$ cat src/rtl/rcal_pkg.sv
/*
 * constants, encodings and message text for the remote calibration and
 * serial control block.
 * assumes a 200 MHz system clock and a 2400 baud 8N1 serial link.
 */
package rcal_pkg;

  // ***************************************************
  // timing
  // ***************************************************
  localparam int CLK_HZ           = 200_000_000;
  localparam int BAUD_RATE        = 2400;
  localparam int BIT_CYC_DEF      = CLK_HZ / BAUD_RATE;
  localparam int STATUS_PERIOD_MS = 2000;
  localparam int STATUS_CYC_DEF   = (CLK_HZ / 1000) * STATUS_PERIOD_MS;
  localparam int DATA_BITS        = 8;
  localparam int FIFO_DEPTH       = 16;

  // ***************************************************
  // ranges and calibration states
  // ***************************************************
  typedef enum logic [1:0] {
    RNG_ONE   = 2'h0,
    RNG_TWO   = 2'h1,
    RNG_THREE = 2'h2,
    RNG_CAL   = 2'h3
  } range_t;

  typedef enum logic [1:0] {
    CAL_IDLE = 2'h0,
    CAL_ZERO = 2'h1,
    CAL_SPAN = 2'h2
  } cal_state_t;

  // range id dac codes, 12 bits full scale = 1.00 V / 20 mA
  localparam logic [11:0] RID_ONE   = 12'h400;
  localparam logic [11:0] RID_TWO   = 12'h800;
  localparam logic [11:0] RID_THREE = 12'hC00;
  localparam logic [11:0] RID_CAL   = 12'hFFF;

  // ***************************************************
  // characters and commands
  // ***************************************************
  localparam logic [7:0]  CHR_CR    = 8'h0D;
  localparam logic [7:0]  CHR_LF    = 8'h0A;
  localparam logic [7:0]  CHR_ZERO  = 8'h30;
  localparam logic [7:0]  CHR_ONE   = 8'h31;
  localparam logic [7:0]  CHR_FOUR  = 8'h34;
  localparam logic [15:0] CMD_ASPAN = 16'h6173;
  localparam logic [15:0] CMD_AZERO = 16'h617A;
  localparam logic [15:0] CMD_UNLK  = 16'h7270;
  localparam logic [15:0] CMD_STAT  = 16'h7374;
  localparam logic [15:0] CMD_RAUTO = 16'h7261;
  localparam logic [15:0] CMD_RMAN  = 16'h726D;

  // status lines, 14 bytes each except the 3-byte CAL text, zero bytes are skipped
  localparam logic [111:0] TXT_DIS1 = {"AL-1 DISABLED", 8'h00};
  localparam logic [111:0] TXT_DIS2 = {"AL-2 DISABLED", 8'h00};
  localparam logic [111:0] TXT_ON1  = {"AL-1 ON", 56'h0};
  localparam logic [111:0] TXT_ON2  = {"AL-2 ON", 56'h0};
  localparam logic [111:0] TXT_ONS  = {"AL-S ON", 56'h0};
  localparam logic [23:0]  TXT_CAL  = "CAL";

endpackage

$ cat src/rtl/byte_fifo.sv
/*
 * synchronous fifo with valid/ready on both sides.
 * assumes one clock and a synchronous active-low reset.
 */
`timescale 1ns/10ps
module byte_fifo #(
  parameter int WIDTH = 8,
  parameter int DEPTH = 16
) (
  // clock and reset
  input  logic             mclk,
  input  logic             rst_n,
  // fill side
  input  logic             in_valid,
  output logic             in_ready,
  input  logic [WIDTH-1:0] in_data,
  // drain side
  output logic             out_valid,
  input  logic             out_ready,
  output logic [WIDTH-1:0] out_data
);
  localparam int AW = $clog2(DEPTH);

  logic [WIDTH-1:0] mem_ff [DEPTH];
  logic [AW-1:0]    wr_ff;
  logic [AW-1:0]    rd_ff;
  logic [AW:0]      cnt_ff;
  logic             push;
  logic             pop;

  assign in_ready  = (cnt_ff != (AW+1)'(DEPTH));
  assign out_valid = (cnt_ff != '0);
  assign out_data  = mem_ff[rd_ff];
  assign push      = in_valid && in_ready;
  assign pop       = out_valid && out_ready;

  always_ff @(posedge mclk) begin
    if (push) begin
      mem_ff[wr_ff] <= in_data;
    end
  end

  always_ff @(posedge mclk) begin
    if (!rst_n) begin
      wr_ff  <= '0;
      rd_ff  <= '0;
      cnt_ff <= '0;
    end else begin
      if (push) wr_ff <= wr_ff + 1'b1;
      if (pop) rd_ff <= rd_ff + 1'b1;
      cnt_ff <= cnt_ff + (AW+1)'(push) - (AW+1)'(pop);
    end
  end

  a_fifo_no_overrun : assert property (@(posedge mclk) disable iff (!rst_n)
    cnt_ff <= (AW+1)'(DEPTH)) else $error("fifo count beyond depth");
endmodule

$ cat src/rtl/remote_cal_ctrl.sv
/*
 * remote calibration handshake, range id, alarm relays and serial status
 * reporting with a small command interpreter.
 * assumes remote cal inputs, the power switch and rxd come from pins;
 * concentration, thresholds, faults, keys and cal_done are on mclk.
 */
`timescale 1ns/10ps
module remote_cal_ctrl #(
  parameter int BIT_CYC    = rcal_pkg::BIT_CYC_DEF,
  parameter int STATUS_CYC = rcal_pkg::STATUS_CYC_DEF
) (
  // clock and reset
  input  logic        mclk,
  input  logic        rst_n,
  // remote calibration pins
  input  logic        rmt_zero,
  input  logic        rmt_span,
  output logic        cal_busy,
  output logic        cal_zero_active,
  output logic        cal_span_active,
  input  logic        cal_done,
  // measurement
  input  logic [15:0] conc_in,
  output logic [15:0] conc_out,
  input  logic [1:0]  auto_range,
  input  logic [15:0] range_scale,
  output logic [11:0] range_id_code,
  output logic [3:0]  range_relay,
  // threshold alarms
  input  logic [15:0] alm_thresh_one,
  input  logic [15:0] alm_thresh_two,
  input  logic [1:0]  alm_high,
  input  logic [1:0]  alm_failsafe,
  input  logic [1:0]  alm_latch,
  input  logic [1:0]  alm_defeat,
  input  logic        alm_reset,
  output logic [1:0]  alm_relay,
  // system alarm
  input  logic        power_fault,
  input  logic        zero_balance_fail,
  input  logic        span_limit_fail,
  input  logic        selftest_fail,
  input  logic        power_sw_off,
  input  logic        key_press,
  input  logic        key_is_system,
  output logic        sys_alarm,
  output logic        sys_relay,
  // serial port and mode flags
  input  logic        rxd,
  output logic        txd,
  output logic        status_enable,
  output logic        reprogram_unlock
);

  // ***************************************************
  // pin synchronisers
  // ***************************************************
  logic [3:0] meta_ff;
  logic [3:0] sync_ff;
  always_ff @(posedge mclk) begin
    if (!rst_n) begin
      // idle pin levels: a high reset value would fake a cal request
      meta_ff <= 4'h8;
      sync_ff <= 4'h8;
    end else begin
      meta_ff <= {rxd, power_sw_off, rmt_span, rmt_zero};
      sync_ff <= meta_ff;
    end
  end
  logic rz_s, rs_s, sw_off_s, rxd_s;
  assign rz_s     = sync_ff[0] && rst_n;
  assign rs_s     = sync_ff[1] && rst_n;
  assign sw_off_s = sync_ff[2];
  assign rxd_s    = sync_ff[3];

  // ***************************************************
  // calibration handshake
  // ***************************************************
  rcal_pkg::cal_state_t state_ff;
  logic cmd_azero, cmd_aspan;
  always_ff @(posedge mclk) begin
    if (!rst_n) begin
      state_ff <= rcal_pkg::CAL_IDLE;
    end else begin
      unique case (state_ff)
        rcal_pkg::CAL_IDLE: begin
          // idle polls pins every cycle, nothing is latched while busy
          if (rz_s || cmd_azero) state_ff <= rcal_pkg::CAL_ZERO;
          else if (rs_s || cmd_aspan) state_ff <= rcal_pkg::CAL_SPAN;
        end
        // one idle cycle on completion reopens the contact; a held
        // request then closes it again
        rcal_pkg::CAL_ZERO, rcal_pkg::CAL_SPAN: begin
          if (cal_done) state_ff <= rcal_pkg::CAL_IDLE;
        end
        default: state_ff <= rcal_pkg::CAL_IDLE;
      endcase
    end
  end
  assign cal_zero_active = (state_ff == rcal_pkg::CAL_ZERO);
  assign cal_span_active = (state_ff == rcal_pkg::CAL_SPAN);
  assign cal_busy        = cal_zero_active || cal_span_active;

  // sample and hold of concentration
  logic [15:0] conc_ff;
  always_ff @(posedge mclk) begin
    if (!rst_n) conc_ff <= '0;
    else if (state_ff == rcal_pkg::CAL_IDLE && !cmd_azero && !cmd_aspan
             && !rz_s && !rs_s) conc_ff <= conc_in;
  end
  assign conc_out = conc_ff;

  a_zero_start : assert property (@(posedge mclk) disable iff (!rst_n)
    (state_ff == rcal_pkg::CAL_IDLE && rz_s) |=> cal_zero_active)
    else $error("zero request did not start zero cal");
  a_busy_contact : assert property (@(posedge mclk) disable iff (!rst_n)
    cal_busy |-> (cal_zero_active ^ cal_span_active))
    else $error("busy contact without exactly one cal mode");
  a_no_queue : assert property (@(posedge mclk) disable iff (!rst_n)
    (cal_busy && !cal_done) |=> (state_ff == $past(state_ff)))
    else $error("request acted on during calibration");
  a_repeat_cal : assert property (@(posedge mclk) disable iff (!rst_n)
    (cal_zero_active && cal_done ##1 rz_s) |=> cal_zero_active)
    else $error("held zero request did not repeat cal");
  a_hold_value : assert property (@(posedge mclk) disable iff (!rst_n)
    (cal_busy && $past(cal_busy)) |-> $stable(conc_out))
    else $error("concentration moved during calibration");

  // ***************************************************
  // range selection and range id
  // ***************************************************
  logic            manual_ff;
  rcal_pkg::range_t man_rng_ff;
  rcal_pkg::range_t rng;
  always_comb begin
    if (cal_busy) rng = rcal_pkg::RNG_CAL;
    else if (manual_ff) rng = man_rng_ff;
    else if (auto_range == 2'h3) rng = rcal_pkg::RNG_THREE;
    else rng = rcal_pkg::range_t'(auto_range);
  end
  always_ff @(posedge mclk) begin
    if (!rst_n) begin
      range_id_code <= rcal_pkg::RID_ONE;
      range_relay   <= 4'h1;
    end else begin
      range_relay <= 4'h1 << rng;
      unique case (rng)
        rcal_pkg::RNG_ONE:   range_id_code <= rcal_pkg::RID_ONE;
        rcal_pkg::RNG_TWO:   range_id_code <= rcal_pkg::RID_TWO;
        rcal_pkg::RNG_THREE: range_id_code <= rcal_pkg::RID_THREE;
        rcal_pkg::RNG_CAL:   range_id_code <= rcal_pkg::RID_CAL;
      endcase
    end
  end
  a_cal_range_id : assert property (@(posedge mclk) disable iff (!rst_n)
    $past(cal_busy) && $past(rst_n) |-> (range_id_code == rcal_pkg::RID_CAL
    && range_relay == 4'h8)) else $error("cal range id not shown");

  // ***************************************************
  // threshold alarms
  // ***************************************************
  logic [1:0] alm_on_ff;
  genvar gi;
  generate
    for (gi = 0; gi < 2; gi++) begin : g_alm
      logic [15:0] th;
      logic        cond;
      assign th   = (gi == 0) ? alm_thresh_one : alm_thresh_two;
      assign cond = alm_high[gi] ? (conc_ff > th) : (conc_ff < th);
      always_ff @(posedge mclk) begin
        if (!rst_n) alm_on_ff[gi] <= 1'b0;
        else if (alm_defeat[gi]) alm_on_ff[gi] <= 1'b0;
        else if (cond) alm_on_ff[gi] <= 1'b1;
        else if (!alm_latch[gi] || alm_reset) alm_on_ff[gi] <= 1'b0;
      end
      // fail-safe relays sit energized while healthy
      assign alm_relay[gi] = alm_on_ff[gi] ^ alm_failsafe[gi];
    end
  endgenerate
  a_defeat_quiet : assert property (@(posedge mclk) disable iff (!rst_n)
    $past(alm_defeat[0]) |-> !alm_on_ff[0])
    else $error("defeated alarm asserted");

  // ***************************************************
  // system alarm
  // ***************************************************
  logic sys_ff, sw_seen_ff, sys_fault, sys_clr;
  assign sys_fault = power_fault || zero_balance_fail || span_limit_fail
                     || selftest_fail;
  assign sys_clr   = sw_seen_ff && !sw_off_s && key_press && !key_is_system;
  always_ff @(posedge mclk) begin
    if (!rst_n) begin
      sys_ff     <= 1'b0;
      sw_seen_ff <= 1'b0;
    end else begin
      // a fault in the clearing cycle wins over the clear
      if (sys_fault) sys_ff <= 1'b1;
      else if (sys_clr) sys_ff <= 1'b0;
      if (!sys_ff || sys_clr) sw_seen_ff <= 1'b0;
      else if (sw_off_s) sw_seen_ff <= 1'b1;
    end
  end
  assign sys_alarm = sys_ff;
  assign sys_relay = !sys_ff;
  a_sys_latch : assert property (@(posedge mclk) disable iff (!rst_n)
    (sys_ff && !sys_clr) |=> sys_ff) else $error("system alarm unlatched");
  a_sys_set : assert property (@(posedge mclk) disable iff (!rst_n)
    power_fault |=> (sys_alarm && !sys_relay))
    else $error("power fault missed");

  // ***************************************************
  // serial receiver
  // ***************************************************
  logic        rx_busy_ff;
  logic [16:0] rx_cnt_ff;
  logic [3:0]  rx_bit_ff;
  logic [7:0]  rx_sh_ff;
  logic        rx_vld_ff;
  always_ff @(posedge mclk) begin
    if (!rst_n) begin
      rx_busy_ff <= 1'b0;
      rx_cnt_ff  <= '0;
      rx_bit_ff  <= '0;
      rx_sh_ff   <= '0;
      rx_vld_ff  <= 1'b0;
    end else begin
      rx_vld_ff <= 1'b0;
      if (!rx_busy_ff) begin
        if (!rxd_s) begin
          rx_busy_ff <= 1'b1;
          rx_cnt_ff  <= 17'(BIT_CYC / 2); // sample mid-bit
          rx_bit_ff  <= '0;
        end
      end else if (rx_cnt_ff != '0) begin
        rx_cnt_ff <= rx_cnt_ff - 1'b1;
      end else begin
        rx_cnt_ff <= 17'(BIT_CYC - 1);
        rx_bit_ff <= rx_bit_ff + 1'b1;
        if (rx_bit_ff == 4'h0 && rxd_s) rx_busy_ff <= 1'b0; // glitch
        else if (rx_bit_ff == 4'h9) begin
          rx_busy_ff <= 1'b0;
          rx_vld_ff  <= rxd_s; // frame with bad stop bit is dropped
        end else if (rx_bit_ff != 4'h0) rx_sh_ff <= {rxd_s, rx_sh_ff[7:1]};
      end
    end
  end

  // ***************************************************
  // command interpreter
  // ***************************************************
  logic [23:0] buf_ff;
  logic [1:0]  len_ff;
  logic        ovf_ff;
  logic        at_cr, hit2, hit3, cmd_stat, cmd_unlk, cmd_rauto;
  assign at_cr     = rx_vld_ff && rx_sh_ff == rcal_pkg::CHR_CR && !ovf_ff;
  assign hit2      = at_cr && len_ff == 2'h2;
  assign hit3      = at_cr && len_ff == 2'h3 &&
                     buf_ff[23:8] == rcal_pkg::CMD_RMAN &&
                     buf_ff[7:0] >= rcal_pkg::CHR_ONE &&
                     buf_ff[7:0] <= rcal_pkg::CHR_FOUR;
  assign cmd_azero = hit2 && buf_ff[15:0] == rcal_pkg::CMD_AZERO;
  assign cmd_aspan = hit2 && buf_ff[15:0] == rcal_pkg::CMD_ASPAN;
  assign cmd_stat  = hit2 && buf_ff[15:0] == rcal_pkg::CMD_STAT;
  assign cmd_unlk  = hit2 && buf_ff[15:0] == rcal_pkg::CMD_UNLK;
  assign cmd_rauto = hit2 && buf_ff[15:0] == rcal_pkg::CMD_RAUTO;

  always_ff @(posedge mclk) begin
    if (!rst_n) begin
      buf_ff <= '0;
      len_ff <= '0;
      ovf_ff <= 1'b0;
    end else if (rx_vld_ff) begin
      if (rx_sh_ff == rcal_pkg::CHR_CR) begin
        len_ff <= '0;
        ovf_ff <= 1'b0;
      end else if (rx_sh_ff == rcal_pkg::CHR_LF) begin
        // a terminal's trailing lf must not poison the next command
      end else if (len_ff == 2'h3) ovf_ff <= 1'b1;
      else begin
        buf_ff <= {buf_ff[15:0], rx_sh_ff};
        len_ff <= len_ff + 1'b1;
      end
    end
  end

  always_ff @(posedge mclk) begin
    if (!rst_n) begin
      status_enable    <= 1'b1;
      reprogram_unlock <= 1'b0;
      manual_ff        <= 1'b0;
      man_rng_ff       <= rcal_pkg::RNG_ONE;
    end else begin
      if (cmd_stat) status_enable <= !status_enable;
      if (cmd_unlk) reprogram_unlock <= 1'b1;
      if (cmd_rauto) manual_ff <= 1'b0;
      else if (hit3) begin
        manual_ff  <= 1'b1;
        man_rng_ff <= rcal_pkg::range_t'(buf_ff[1:0] - 2'h1);
      end
    end
  end
  a_stat_toggle : assert property (@(posedge mclk) disable iff (!rst_n)
    cmd_stat |=> (status_enable != $past(status_enable)))
    else $error("status toggle ignored");

  // ***************************************************
  // status report generator
  // ***************************************************
  function automatic logic [7:0] hex_chr(input logic [3:0] n);
    hex_chr = (n < 4'hA) ? 8'(rcal_pkg::CHR_ZERO + 8'(n)) : 8'(8'h37 + 8'(n));
  endfunction
  function automatic logic [7:0] txt_chr(input logic [111:0] s,
                                         input logic [3:0]   p);
    txt_chr = s[8*(13-int'(p)) +: 8];
  endfunction
  function automatic logic [7:0] cal_chr(input logic [3:0] p);
    cal_chr = rcal_pkg::TXT_CAL[8*(2-int'(p)) +: 8];
  endfunction

  logic [28:0] per_ff;
  logic        gen_ff;
  logic [6:0]  slot_ff;
  logic [2:0]  item;
  logic [3:0]  pos;
  logic        item_on;
  logic [7:0]  ch;
  logic        f_ready, f_valid, tx_take;
  logic [7:0]  f_data;
  assign item = slot_ff[6:4];
  assign pos  = slot_ff[3:0];

  always_comb begin
    unique case (item)
      3'h3: item_on = alm_defeat[0];
      3'h4: item_on = alm_defeat[1];
      3'h5: item_on = alm_on_ff[0];
      3'h6: item_on = alm_on_ff[1];
      3'h7: item_on = sys_ff;
      default: item_on = 1'b1;
    endcase
    ch = 8'h00;
    if (!item_on) ch = 8'h00;
    else if (pos == 4'hE) ch = rcal_pkg::CHR_CR;
    else if (pos == 4'hF) ch = rcal_pkg::CHR_LF;
    else begin
      unique case (item)
        3'h0: if (pos < 4'h4) ch = hex_chr(conc_ff[4'(4'hC - 4*pos) +: 4]);
        3'h1: begin
          if (rng == rcal_pkg::RNG_CAL) begin
            if (pos < 4'h3) ch = cal_chr(pos);
          end else if (pos == 4'h0) ch = rcal_pkg::CHR_ZERO;
          else if (pos == 4'h1) ch = 8'(rcal_pkg::CHR_ONE + 8'(rng));
        end
        3'h2: if (pos < 4'h4) ch = hex_chr(range_scale[4'(4'hC - 4*pos) +: 4]);
        3'h3: ch = txt_chr(rcal_pkg::TXT_DIS1, pos);
        3'h4: ch = txt_chr(rcal_pkg::TXT_DIS2, pos);
        3'h5: ch = txt_chr(rcal_pkg::TXT_ON1, pos);
        3'h6: ch = txt_chr(rcal_pkg::TXT_ON2, pos);
        3'h7: ch = txt_chr(rcal_pkg::TXT_ONS, pos);
      endcase
    end
  end
  always_ff @(posedge mclk) begin
    if (!rst_n) per_ff <= '0;
    else if (per_ff == 29'(STATUS_CYC - 1)) per_ff <= '0;
    else per_ff <= per_ff + 1'b1;
  end

  // a report still draining when the next tick arrives is not restarted
  always_ff @(posedge mclk) begin
    if (!rst_n) begin
      gen_ff  <= 1'b0;
      slot_ff <= '0;
    end else if (!gen_ff) begin
      if (per_ff == 29'(STATUS_CYC - 1) && status_enable) begin
        gen_ff  <= 1'b1;
        slot_ff <= '0;
      end
    end else if (ch == 8'h00 || f_ready) begin
      slot_ff <= slot_ff + 1'b1;
      if (slot_ff == 7'h7F) gen_ff <= 1'b0;
    end
  end
  a_line_end : assert property (@(posedge mclk) disable iff (!rst_n)
    (gen_ff && f_ready && ch == rcal_pkg::CHR_CR) |=> (ch == rcal_pkg::CHR_LF))
    else $error("line not closed with lf");

  byte_fifo #(
    .WIDTH (rcal_pkg::DATA_BITS),
    .DEPTH (rcal_pkg::FIFO_DEPTH)
  ) u_txq (
    .mclk      (mclk),
    .rst_n     (rst_n),
    .in_valid  (gen_ff && ch != 8'h00),
    .in_ready  (f_ready),
    .in_data   (ch),
    .out_valid (f_valid),
    .out_ready (tx_take),
    .out_data  (f_data)
  );

  // ***************************************************
  // serial transmitter, 8n1
  // ***************************************************
  logic [9:0]  tx_sh_ff;
  logic [3:0]  tx_bit_ff;
  logic [16:0] tx_cnt_ff;
  logic        tx_busy_ff;
  assign tx_take = f_valid && !tx_busy_ff;
  always_ff @(posedge mclk) begin
    if (!rst_n) begin
      tx_sh_ff   <= 10'h3FF;
      tx_bit_ff  <= '0;
      tx_cnt_ff  <= '0;
      tx_busy_ff <= 1'b0;
      txd        <= 1'b1;
    end else if (tx_take) begin
      tx_sh_ff   <= {1'b1, f_data, 1'b0};
      tx_bit_ff  <= '0;
      tx_cnt_ff  <= 17'(BIT_CYC - 1);
      tx_busy_ff <= 1'b1;
      txd        <= 1'b0;
    end else if (tx_busy_ff) begin
      if (tx_cnt_ff != '0) tx_cnt_ff <= tx_cnt_ff - 1'b1;
      else if (tx_bit_ff == 4'h9) tx_busy_ff <= 1'b0;
      else begin
        tx_cnt_ff <= 17'(BIT_CYC - 1);
        tx_bit_ff <= tx_bit_ff + 1'b1;
        tx_sh_ff  <= {1'b1, tx_sh_ff[9:1]};
        txd       <= tx_sh_ff[1];
      end
    end
  end
  a_start_bit : assert property (@(posedge mclk) disable iff (!rst_n)
    tx_take |=> !txd [*2]) else $error("start bit too short");
endmodule

$ cat config.mk
export PLATFORM = sky130hd
export DESIGN_NAME = remote_cal_ctrl
export DESIGN_NICKNAME = d
export VERILOG_FILES = /design/src/rtl/rcal_pkg.sv /design/src/rtl/byte_fifo.sv /design/src/rtl/remote_cal_ctrl.sv
export SDC_FILE = /design/constraint.sdc
export NUM_CORES = 1
export LEC_CHECK = 0
export CAP_MARGIN = 20
export CORE_ASPECT_RATIO = 1.25
export CORE_MARGIN = 4
export CORE_UTILIZATION = 70
export CTS_BUF_LIST = sky130_fd_sc_hd__clkbuf_8
export DETAILED_ROUTE_END_ITERATION = 12
export DONT_BUFFER_PORTS = 1
export GPL_TIMING_DRIVEN = 1
export MAX_ROUTING_LAYER = met4
export PLACE_DENSITY = 0.86
export SLEW_MARGIN = 0
export SYNTH_ARGS = -nofsm -noshare
export SYNTH_HDL_FRONTEND = slang
export SYNTH_SLANG_ARGS = --single-unit
$ cat constraint.sdc
create_clock -name mclk -period 6.7 [get_ports mclk]
set_input_delay 1.005 -clock mclk [delete_from_list [all_inputs] [get_ports mclk]]
set_output_delay 1.005 -clock mclk [all_outputs]
set_load 0.01 [all_outputs]
**Word level (Yosys, flattened, before mapping)**

Memories as Yosys holds them, arrays and structs flattened. A register that Yosys moved wholly into a read port is not among the register bits.
Index checks and enable logic that the tools add are counted.

- Bits in writable memories: 128
- Flip-flop bits (word level): 191
- Memories kept: 1

- Muxes and demuxes: 73
- Magnitude comparators: 10
- Shift operators: 9
- Reduce and logical (&&, ||, !) cells: 86
- Bitwise operators: 13
- Add/subtract/negate cells: 20
- Equality and inequality tests: 42

Memory list:

| memory | words | width | rd ports | clocked after Yosys merged registers in | wr ports | RTL line | RTL |
|---|---|---|---|---|---|---|---|
| u_txq.mem_ff | 16 | 8 | 1 | 1 | 1 | byte_fifo.sv:24 | `logic [WIDTH-1:0] mem_ff [DEPTH];` |

Operator list:

| cell | number |
|---|---|
| variable part select 112 x 8 -> 8 bit, first input constant | 5 |
| two-way mux 17 bit | 7 |
| == test 16 x 15 -> 1 bit, second input constant | 6 |
| one-hot mux 8 bit (8 select lines) | 1 |
| two-way mux 7 bit | 9 |
| one-hot mux 12 bit (4 select lines) | 1 |
| two-way mux 8 bit | 5 |
| two-way mux 9 bit | 4 |
| nonzero test 17 bit | 2 |
| subtractor 17 x 1 -> 17 bit, second input constant | 2 |
| greater-than comparator 16 bit | 2 |
| < comparator 16 bit | 2 |
| variable part select 16 x 5 -> 4 bit | 2 |
| two-way mux 1 bit | 30 |
| adder 29 x 1 -> 29 bit, second input constant | 1 |
| == test 29 bit, second input constant | 1 |
| adder 6 x 4 -> 7 bit, first input constant | 4 |
| logical AND 1 bit | 27 |
| variable part select 24 x 8 -> 8 bit, first input constant | 1 |
| two-way mux 4 bit | 5 |
| two-way mux 2 bit | 9 |
| adder 4 x 1 -> 4 bit, second input constant | 4 |
| == test 4 bit, second input constant | 4 |
| == test 8 x 4 -> 1 bit, second input constant | 2 |
| 47 further kinds | 117 |

**Depth between registers and ports, before layout**

Gate-level depths: netlist of the first run.

- Depth in word-level cells: 17
- Gate-level depth with buffers: 21
- Mapped depth without buffers: 18

**Cells and area by module**

From an unflattened synthesis of the first run, not the netlist that was laid out.

- Cells, all modules: 1488
- Area total of the unflattened synthesis: 15383.5 um2

Modules (own cells, without submodules):

| module | times used | area each (um2) | cells an instance |
|---|---|---|---|
| remote_cal_ctrl | 1 | 9505.4 | 1180 |
| byte_fifo | 1 | 5878.1 | 308 |

**Worst setup path after synthesis of the first run**

OpenSTA, ideal clock, no wires.

- Path type: input port to flip-flop
- Start: in auto_range[0]
- End: reg u_txq.cnt_ff[4]
- Data arrival time: 4.669 ns
- Slack: 1.899 ns
- Required time: 6.568 ns
- Stages: 17
- Cell sequence: nor3b_1 -> a211o_1 -> ha_1 -> or3_1 -> o21a_1 -> a311oi_1 -> or2_4 -> o31a_1 -> buf_2 -> ha_1 -> inv_1 -> fa_1 -> inv_1 -> a21oi_1 -> nor2_1 -> or3_1 -> a21oi_1

- Longest elaborated chain between the ends: 17
- Elaborated cells between the ends (all ways): 18
- Those cells by class: add/sub (3); eq/ne (2); mux (10); reduce/logical (3)

RTL lines:

| element | RTL line | RTL |
|---|---|---|
| from (decl) | remote_cal_ctrl.sv:25 | `input logic [1:0] auto_range,` |
| == test 2 bit | remote_cal_ctrl.sv:138 | `else if (auto_range == 2'h3) rng = rcal_pkg::RNG_THREE;` |
| two-way mux 2 bit (*) | remote_cal_ctrl.sv:138 |  |
| two-way mux 2 bit (*) | remote_cal_ctrl.sv:137 | `else if (manual_ff) rng = man_rng_ff;` |
| two-way mux 2 bit (*) | remote_cal_ctrl.sv:136 | `if (cal_busy) rng = rcal_pkg::RNG_CAL;` |
| named net rng[0] | remote_cal_ctrl.sv:134 | `rcal_pkg::range_t rng;` |
| adder 6 x 2 -> 7 bit | remote_cal_ctrl.sv:352 | `else if (pos == 4'h1) ch = 8'(rcal_pkg::CHR_ONE + 8'(rng));` |
| two-way mux 7 bit | remote_cal_ctrl.sv:352 |  |
| two-way mux 7 bit | remote_cal_ctrl.sv:351 | `end else if (pos == 4'h0) ch = rcal_pkg::CHR_ZERO;` |
| (+4 left out) | - |  |
| two-way mux 8 bit (*) | remote_cal_ctrl.sv:342 | `if (!item_on) ch = 8'h00;` |
| named net ch[4] | remote_cal_ctrl.sv:326 | `logic [7:0] ch;` |
| nonzero test 8 bit (*) | remote_cal_ctrl.sv:394 | `.in_valid (gen_ff && ch != 8'h00),` |
| logical AND 1 bit (*) | remote_cal_ctrl.sv:394 |  |
| logical AND 1 bit (*) | byte_fifo.sv:34 | `assign push = in_valid && in_ready;` |
| named net u_txq.push | byte_fifo.sv:28 | `logic push;` |
| adder 5 x 1 -> 5 bit (*) | byte_fifo.sv:51 | `cnt_ff <= cnt_ff + (AW+1)'(push) - (AW+1)'(pop);` |
| subtractor 5 x 1 -> 5 bit (*) | byte_fifo.sv:51 |  |
| to (signal assigned) | byte_fifo.sv:51 |  |
| to (decl) | byte_fifo.sv:27 | `logic [AW:0] cnt_ff;` |

The timed path passes the listed nets; every way through them passes the cells marked *.
A chain may end at the register's enable or synchronous reset.

**Worst setup path after layout of the first run**

- Start: reg slot_ff[1]
- End: reg u_txq.cnt_ff[4]

- Longest elaborated chain between the ends: 14
- Elaborated cells between the ends (all ways): 40
- Those cells by class: add/sub (9); order compare (4); eq/ne (3); shift (8); mux (12); reduce/logical (4)

RTL lines:

| element | RTL line | RTL |
|---|---|---|
| from (decl) | remote_cal_ctrl.sv:322 | `logic [6:0] slot_ff;` |
| from (signal assigned) | remote_cal_ctrl.sv:380 | `slot_ff <= slot_ff + 1'b1;` |
| subtractor 4 bit | remote_cal_ctrl.sv:347, remote_cal_ctrl.sv:354 |  |
| variable part select 16 x 5 -> 4 bit (on tied branches) | remote_cal_ctrl.sv:354, remote_cal_ctrl.sv:347 |  |
| adder 6 x 4 -> 7 bit / < comparator 4 bit (equally long branches) | remote_cal_ctrl.sv:310 | `hex_chr = (n < 4'hA) ? 8'(rcal_pkg::CHR_ZERO + 8'(n)) : 8'(8'h37 + 8'(n));` |
| two-way mux 7 bit | remote_cal_ctrl.sv:310 |  |
| two-way mux 7 bit (on tied branches) | remote_cal_ctrl.sv:354, remote_cal_ctrl.sv:347 |  |
| one-hot mux 8 bit (8 select lines) | remote_cal_ctrl.sv:346 | `unique case (item)` |
| two-way mux 8 bit | remote_cal_ctrl.sv:344 | `else if (pos == 4'hF) ch = rcal_pkg::CHR_LF;` |
| two-way mux 8 bit (*) | remote_cal_ctrl.sv:343 | `else if (pos == 4'hE) ch = rcal_pkg::CHR_CR;` |
| two-way mux 8 bit (*) | remote_cal_ctrl.sv:342 |  |
| named net ch[3] | remote_cal_ctrl.sv:326 |  |
| nonzero test 8 bit (*) | remote_cal_ctrl.sv:394 |  |
| logical AND 1 bit (*) | remote_cal_ctrl.sv:394 |  |
| logical AND 1 bit (*) | byte_fifo.sv:34 |  |
| adder 5 x 1 -> 5 bit (*) | byte_fifo.sv:51 |  |
| subtractor 5 x 1 -> 5 bit (*) | byte_fifo.sv:51 |  |

Marks and branches as above.

==> metrics, run 1 <==
Pwr Density=approximately 300 nW/um^2; Data required, critical path=around 7.1 ns; Reg area=between 7000 and 8000 sq um; final hold violation count=0; Setup crit end=u_txq.cnt_ff[4]; Yosys reg bits=297; total congestion overflow=0; top cells by area, synth=dfxtp_1 (25%), edfxtp_1 (23%), mux4_2 (6.8%); Worst Skew=approximately 0.037 ns; most frequent cells in the layout=dfxtp_1 (184), nor2_1 (156), nand2_1 (127), edfxtp_1 (112), inv_1 (93); die area=roughly 23000 sq um; vias in the first global route=around 11000; Initial DRC Count=1221; via count=~11000; Clock H-tree levels=2; initial antenna violation count=0; CP Launch Point=slot_ff[1]; Post-Syn Area=~15000 sq um; root buffer cell=clkbuf_8; Final Cycle Share=approximately 74%; Worst EP arrival=around 5.4 ns; multi-input logic area=about 6900 sq um; Avg WL per Cell=~22 microns; fmax=~0.2 GHz; post-cts sizing count=0; Tot Pwr=0.00474 W; synth-to-layout area growth=8.02%; worst skew pair latency=around 0.58 ns; GRT Total Usage=33.1%; status=finished, final reports clean; Synth area leader=dfxtp_1; CP Class=reg2reg; post-synth net total=roughly 1600; most frequent CP cell=inv_1; RR Startpoint=slot_ff[1]; Worst Setup End Kind=flip-flop; final setup violation count=0; Placement Setup Slack=1.49 ns; IO buf count=0; CORE AREA=~20000 sq um; slowest stage cell, crit path=o31a_1; Vert. Die Dim=170 microns; Avg Cell Area, Syn=between 10 and 15 sq um; Synth Flop Type=dfxtp_1; Synth top area share=roughly 25%; IO Pins=130; row count=58; vias per cell=approximately 6.5; post-synthesis async set-or-reset flop share=0%; LEAKAGE=~6 nW; slowest cell delay on critical path=approximately 0.64 ns; worst r2r dst=u_txq.cnt_ff[4]; RSZ-0062 raised after global routing=false; cts hold-fix bufs=0; max cap viols=0; DP HPWL=approximately 25000 microns; share of layout cells above drive strength 1=11.3%; hold crit path type=reg2reg; largest net degree at the start of global routing=93; Seq/Total Area, Yosys=between 40% and 50%; Worst slew margin=~31%; Post-synth EDFFs=between 100 and 150; Num CTS Buffers=45; starting density of the core=72.0%; final worst slack=approximately 1.7 ns; first-pass GRT wire length=approximately 59000 microns; DR pass1 iterations=6; VDD IR max=around 190 uV; Slew Limit Fails=0; clock sinks=approximately 300; antenna diode count=0; setup TNS=0 ns; WL final=roughly 37000 microns; worst-margin pin slew=slightly above 1 ns; Routed Antenna Nets=0; DRC viols=0; maximum root-to-sink buffer count=3; R2R setup slack=1.72 ns; post-CTS setup buffer count=0; gpl congestion=roughly 0.97; Worst setup SP type=flip-flop; fillers=around 1300; CP max FO=32; die extent in x=approximately 140 microns; number of distinct library cells after synthesis=80; Final nets=~1600; synthesized instance count=~1400; minimum clock period=between 4 and 5 ns; cells on worst reg2reg path=17; crit-path cells=buf_4 > inv_1 > ha_1 > or4b_2 > o2111ai_1 > o2111ai_1 > a31oi_2 > buf_4 > o31a_1 > ha_1 > inv_1 > fa_1 > inv_1 > a21oi_1 > nor2_1 > or3_1 > a21oi_1; CTS tree=yes; commonest non-fill, non-tap cell in the layout=dfxtp_1; synthesis warning total=0; Clk pin slew, worst setup/hold paths=approximately 0.070 ns
## cell usage after synthesis, types with 8 or more instances
cell type,instances
a211oi_1,8
a21o_1,10
a21oi_1,73
a311oi_1,11
a31oi_1,8
and2_1,17
and3_1,26
buf_4,11
clkbuf_1,41
dfxtp_1,185
edfxtp_1,112
ha_1,74
inv_1,84
mux2i_1,34
mux4_2,44
nand2_1,127
nand2b_1,15
nand3_1,33
nand4_1,14
nor2_1,157
nor2b_1,17
nor3_1,37
nor3b_1,10
nor4_1,8
o211ai_1,10
o21a_1,13
o21ai_0,66
or3_1,12
xnor2_1,21
xor2_1,31
## registers in the layout, summed over array words and instances, names as in the netlist, 4 cells and up, named ones only
register / flops
u_txq.mem_ff: 112
per_ff: 29
buf_ff: 24
rx_cnt_ff: 17
tx_cnt_ff: 17
conc_out: 16
tx_sh_ff: 9
rx_sh_ff: 8
slot_ff: 7
u_txq.cnt_ff: 5
meta_ff: 4
range_relay: 4
rx_bit_ff: 4
sync_ff: 4
tx_bit_ff: 4
u_txq.rd_ff: 4
u_txq.wr_ff: 4
## per-layer routing
layer	GRT usage, %	wire length, microns
met5	-	0
met4	16.2	2020
met3	6.26	3070
met2	54.1	18800
met1	39.4	13500
## area by class of cell
class / instances / area share [%]
repair buffers: 17 / 1.01
clock inverters: 20 / 0.784
clock buffers: 62 / 5.40
well taps: 270 / 2.14
inverters: 84 / 2.00
multi-input cells: 973 / 43.9
flip-flops and latches: 297 / 44.7
## worst min path at each step
stage                       to       start  depth (start not counted)  slack (ns)
CTS                 sync_ff[3]  meta_ff[3]                          1        0.42
finish              sync_ff[3]  meta_ff[3]                          1        0.42
detailed placement  sync_ff[3]  meta_ff[3]                          1        0.41
floorplan           sync_ff[3]  meta_ff[3]                          1        0.39
global route        sync_ff[3]  meta_ff[3]                          1        0.46
global placement    sync_ff[3]  meta_ff[3]                          1        0.39
## critical path, delay by kind of cell, from the launching register on
kind | cells | cell delay, ns
compound gates | 6 | 1.34
fa+ha+maj | 3 | 1.33
buf+inv | 5 | 0.98
flops | 1 | 0.31
simple gates | 3 | 0.87
## through the flow
stage | util (%) | std cells | hold slack, ns | cell area, sq um
after detailed placement | 72.6 | 1637 | 0.411 | 14800
final | 77.7 | 1723 | 0.420 | 15800
after floorplan | - | 1422 | 0.386 | 14600
after CTS | 77.4 | 1719 | 0.421 | 15700
after global placement | 72.6 | 1637 | 0.394 | 14800
after global routing | 77.7 | 1723 | 0.465 | 15800
## cell families after synthesis
logic type / count (synthesis) / share of synthesized area (%)
flip-flops: 297 / 48.3
multiplexers: 81 / 9.33
buffers and inverters: 152 / 4.35
AO/OA/AOI/OAI: 252 / 11.3
XOR/XNOR: 52 / 3.11
AND/OR/NAND/NOR: 513 / 17.2
adder cells (fa/ha/maj): 75 / 6.47
## where the power goes
group          internal, W  total, W  switching [W]
registers          0.00199   0.00213       0.000138
clock network     0.000866   0.00158       0.000714
logic             0.000447   0.00103       0.000583
total              0.00331   0.00474        0.00143
Power figures use the tool's default switching activity.
==> run 2: changes to the inputs <==
Settings changed: CORE_UTILIZATION 70 to 66, PLACE_DENSITY 0.86 to 0.82.
Clock period 6.7 ns to 5.2 ns, I/O delays scaled along.
==> run 2 against run 1 <==
Effect of this change:
- utilization decreased by 5.0 points
- non-clock buffer count increased by 6
- sequential power increased by 28%
- critical path type unchanged
- largest power group unchanged
- routed wire length decreased by 7.2%
- hold slack got worse by 0.13 ns
- critical endpoint unchanged
- total power increased by 24%
- clock power increased by 20%
- sequential share of layout area about the same
- final cell count increased by 0.87%
- final area about the same
- global-route usage decreased by 4.6 points
- die area increased by 5.7%
==> metrics, run 2 (same netlist as run 1, synthesis figures left out) <==
Worst Path Buf+Inv=4; Worst Skew=0.0364 ns; crit-path cells=buf_4 > mux4_2 > inv_1 > ha_1 > nor2b_1 > a221oi_2 > o21ai_0 > a311oi_2 > or2_4 > o31a_1 > ha_1 > inv_1 > fa_1 > inv_1 > a21oi_1 > nor2_1 > or3_1 > a21oi_1; Finished Cell Area=15800 sq um; RR Startpoint=slot_ff[1]; clock sinks=roughly 300; final hold violation count=0; R2R setup slack=1.03 ns; root buffer cell=clkbuf_8; most frequent CP cell=inv_1; RSZ-0062 raised after global routing=false; Routed Antenna Nets=0; CP max FO=20; Regs by FF count=u_txq.mem_ff (112), per_ff (29), buf_ff (24); fmax=0.240 GHz; Num CTS Buffers=45; Tot Pwr=0.00589 W; post-cts sizing count=0; starting density of the core=slightly below 70%; post-CTS setup buffer count=0; Post-DP Area=approximately 15000 sq um; max cap viols=0; die area=between 20000 and 25000 sq um; LEAKAGE=~6.0 nW; cells on worst reg2reg path=18; row count=60; Avg WL per Cell=between 15 and 20 microns; Final Cycle Share=about 80%; slowest stage cell, crit path=dfxtp_1; slowest cell delay on critical path=0.64 ns; Clk pin slew, worst setup/hold paths=around 0.07 ns; setup TNS=0 ns; DP HPWL=around 25000 microns; Slew Limit Fails=0; gpl congestion=approximately 0.97; CORE AREA=21700 sq um; Worst Setup End Kind=flip-flop; M1 WL=roughly 14000 microns; maximum root-to-sink buffer count=3; Placement Setup Slack=around 1.1 ns; cts hold-fix bufs=0; Pwr Density=373 nW/um^2; CP Class=reg2reg; worst-margin pin slew=1.02 ns; fillers=1548; commonest non-fill, non-tap cell in the layout=dfxtp_1; hold path cells=1; DRC viols=0; Worst setup SP type=flip-flop; max reg flops=112; final setup violation count=0; vias per cell=roughly 6.2; total congestion overflow=0; minimum clock period=4.17 ns; Final nets=about 1600; die extent in x=roughly 140 microns; Met2 Wirelength=between 15000 and 20000 microns; hold crit path type=in2reg; Worst slew margin=a little under a third; worst r2r dst=u_txq.cnt_ff[4]; initial antenna violation count=0; Initial DRC Count=around 740; delay-heaviest family, CP=compound AO/OA/AOI/OAI gates; Hold EP=tx_sh_ff[2]; utilization after layout=72.8%; antenna diode count=0; CTS tree=yes; status=finished, final reports clean; worst skew pair latency=roughly 0.56 ns; WL final=between 30000 and 40000 microns; IO buf count=0; IO Pins=130; Data required, critical path=around 5.6 ns; top routing layer used=met4; Clock H-tree levels=2; DR pass1 iterations=5; vias in the first global route=10400; final worst slack=1.03 ns; VDD IR max=284 uV; largest register by flop count=u_txq.mem_ff; GRT Total Usage=roughly 29%; met3 WL=between 2000 and 2500 microns; Vert. Die Dim=~170 microns; min-delay src=rst_n; share of layout cells above drive strength 1=11.2%; synth-to-layout area growth=7.97%; first-pass GRT wire length=roughly 55000 microns; most frequent cells in the layout=dfxtp_1 (184), nor2_1 (156), nand2_1 (127), edfxtp_1 (112), inv_1 (95); largest net degree at the start of global routing=62; Worst EP arrival=around 4.6 ns; via count=around 11000
-- run 2: final cells by class --
type,count,area [sq um],area share [%]
Timing Repair Buffer,23,205,1.30
Tap cell,279,349,2.21
Sequential cell,297,7070,44.8
Clock buffer,51,702,4.44
Clock inverter,31,213,1.35
Inverter,84,317,2.00
Multi-Input combinational cell,973,6940,43.9
-- run 2: where the power goes --
group,switching [W],internal [W],leakage (nW)
Combinational,0.000690,0.000572,2.98
Clock,0.000886,0.00101,0.512
Sequential,0.000166,0.00257,2.52
-- run 2: how the worst max path moves through the flow --
stage / start / to / depth (start not counted)
after detailed placement: slot_ff[1] / u_txq.cnt_ff[4] / 18
after floorplan: slot_ff[1] / u_txq.cnt_ff[4] / 21
after global routing: slot_ff[1] / u_txq.cnt_ff[4] / 18
final: slot_ff[1] / u_txq.cnt_ff[4] / 18
after CTS: slot_ff[1] / u_txq.cnt_ff[4] / 18
after global placement: slot_ff[1] / u_txq.cnt_ff[4] / 18
-- run 2: per-stage QoR --
step                      hold WS [ns]  cells
after floorplan                  0.386   1422
after global placement           0.390   1652
after detailed placement         0.394   1653
after CTS                        0.258   1735
after global routing             0.262   1738
final                            0.293   1738
-- run 2: routing by layer --
layer / vias up / track usage [%]
li1: 5115 / -
met1: 5215 / 36.1
met4: 0 / 10.1
met2: 360 / 46.8
met5: - / -
met3: 96 / 4.43
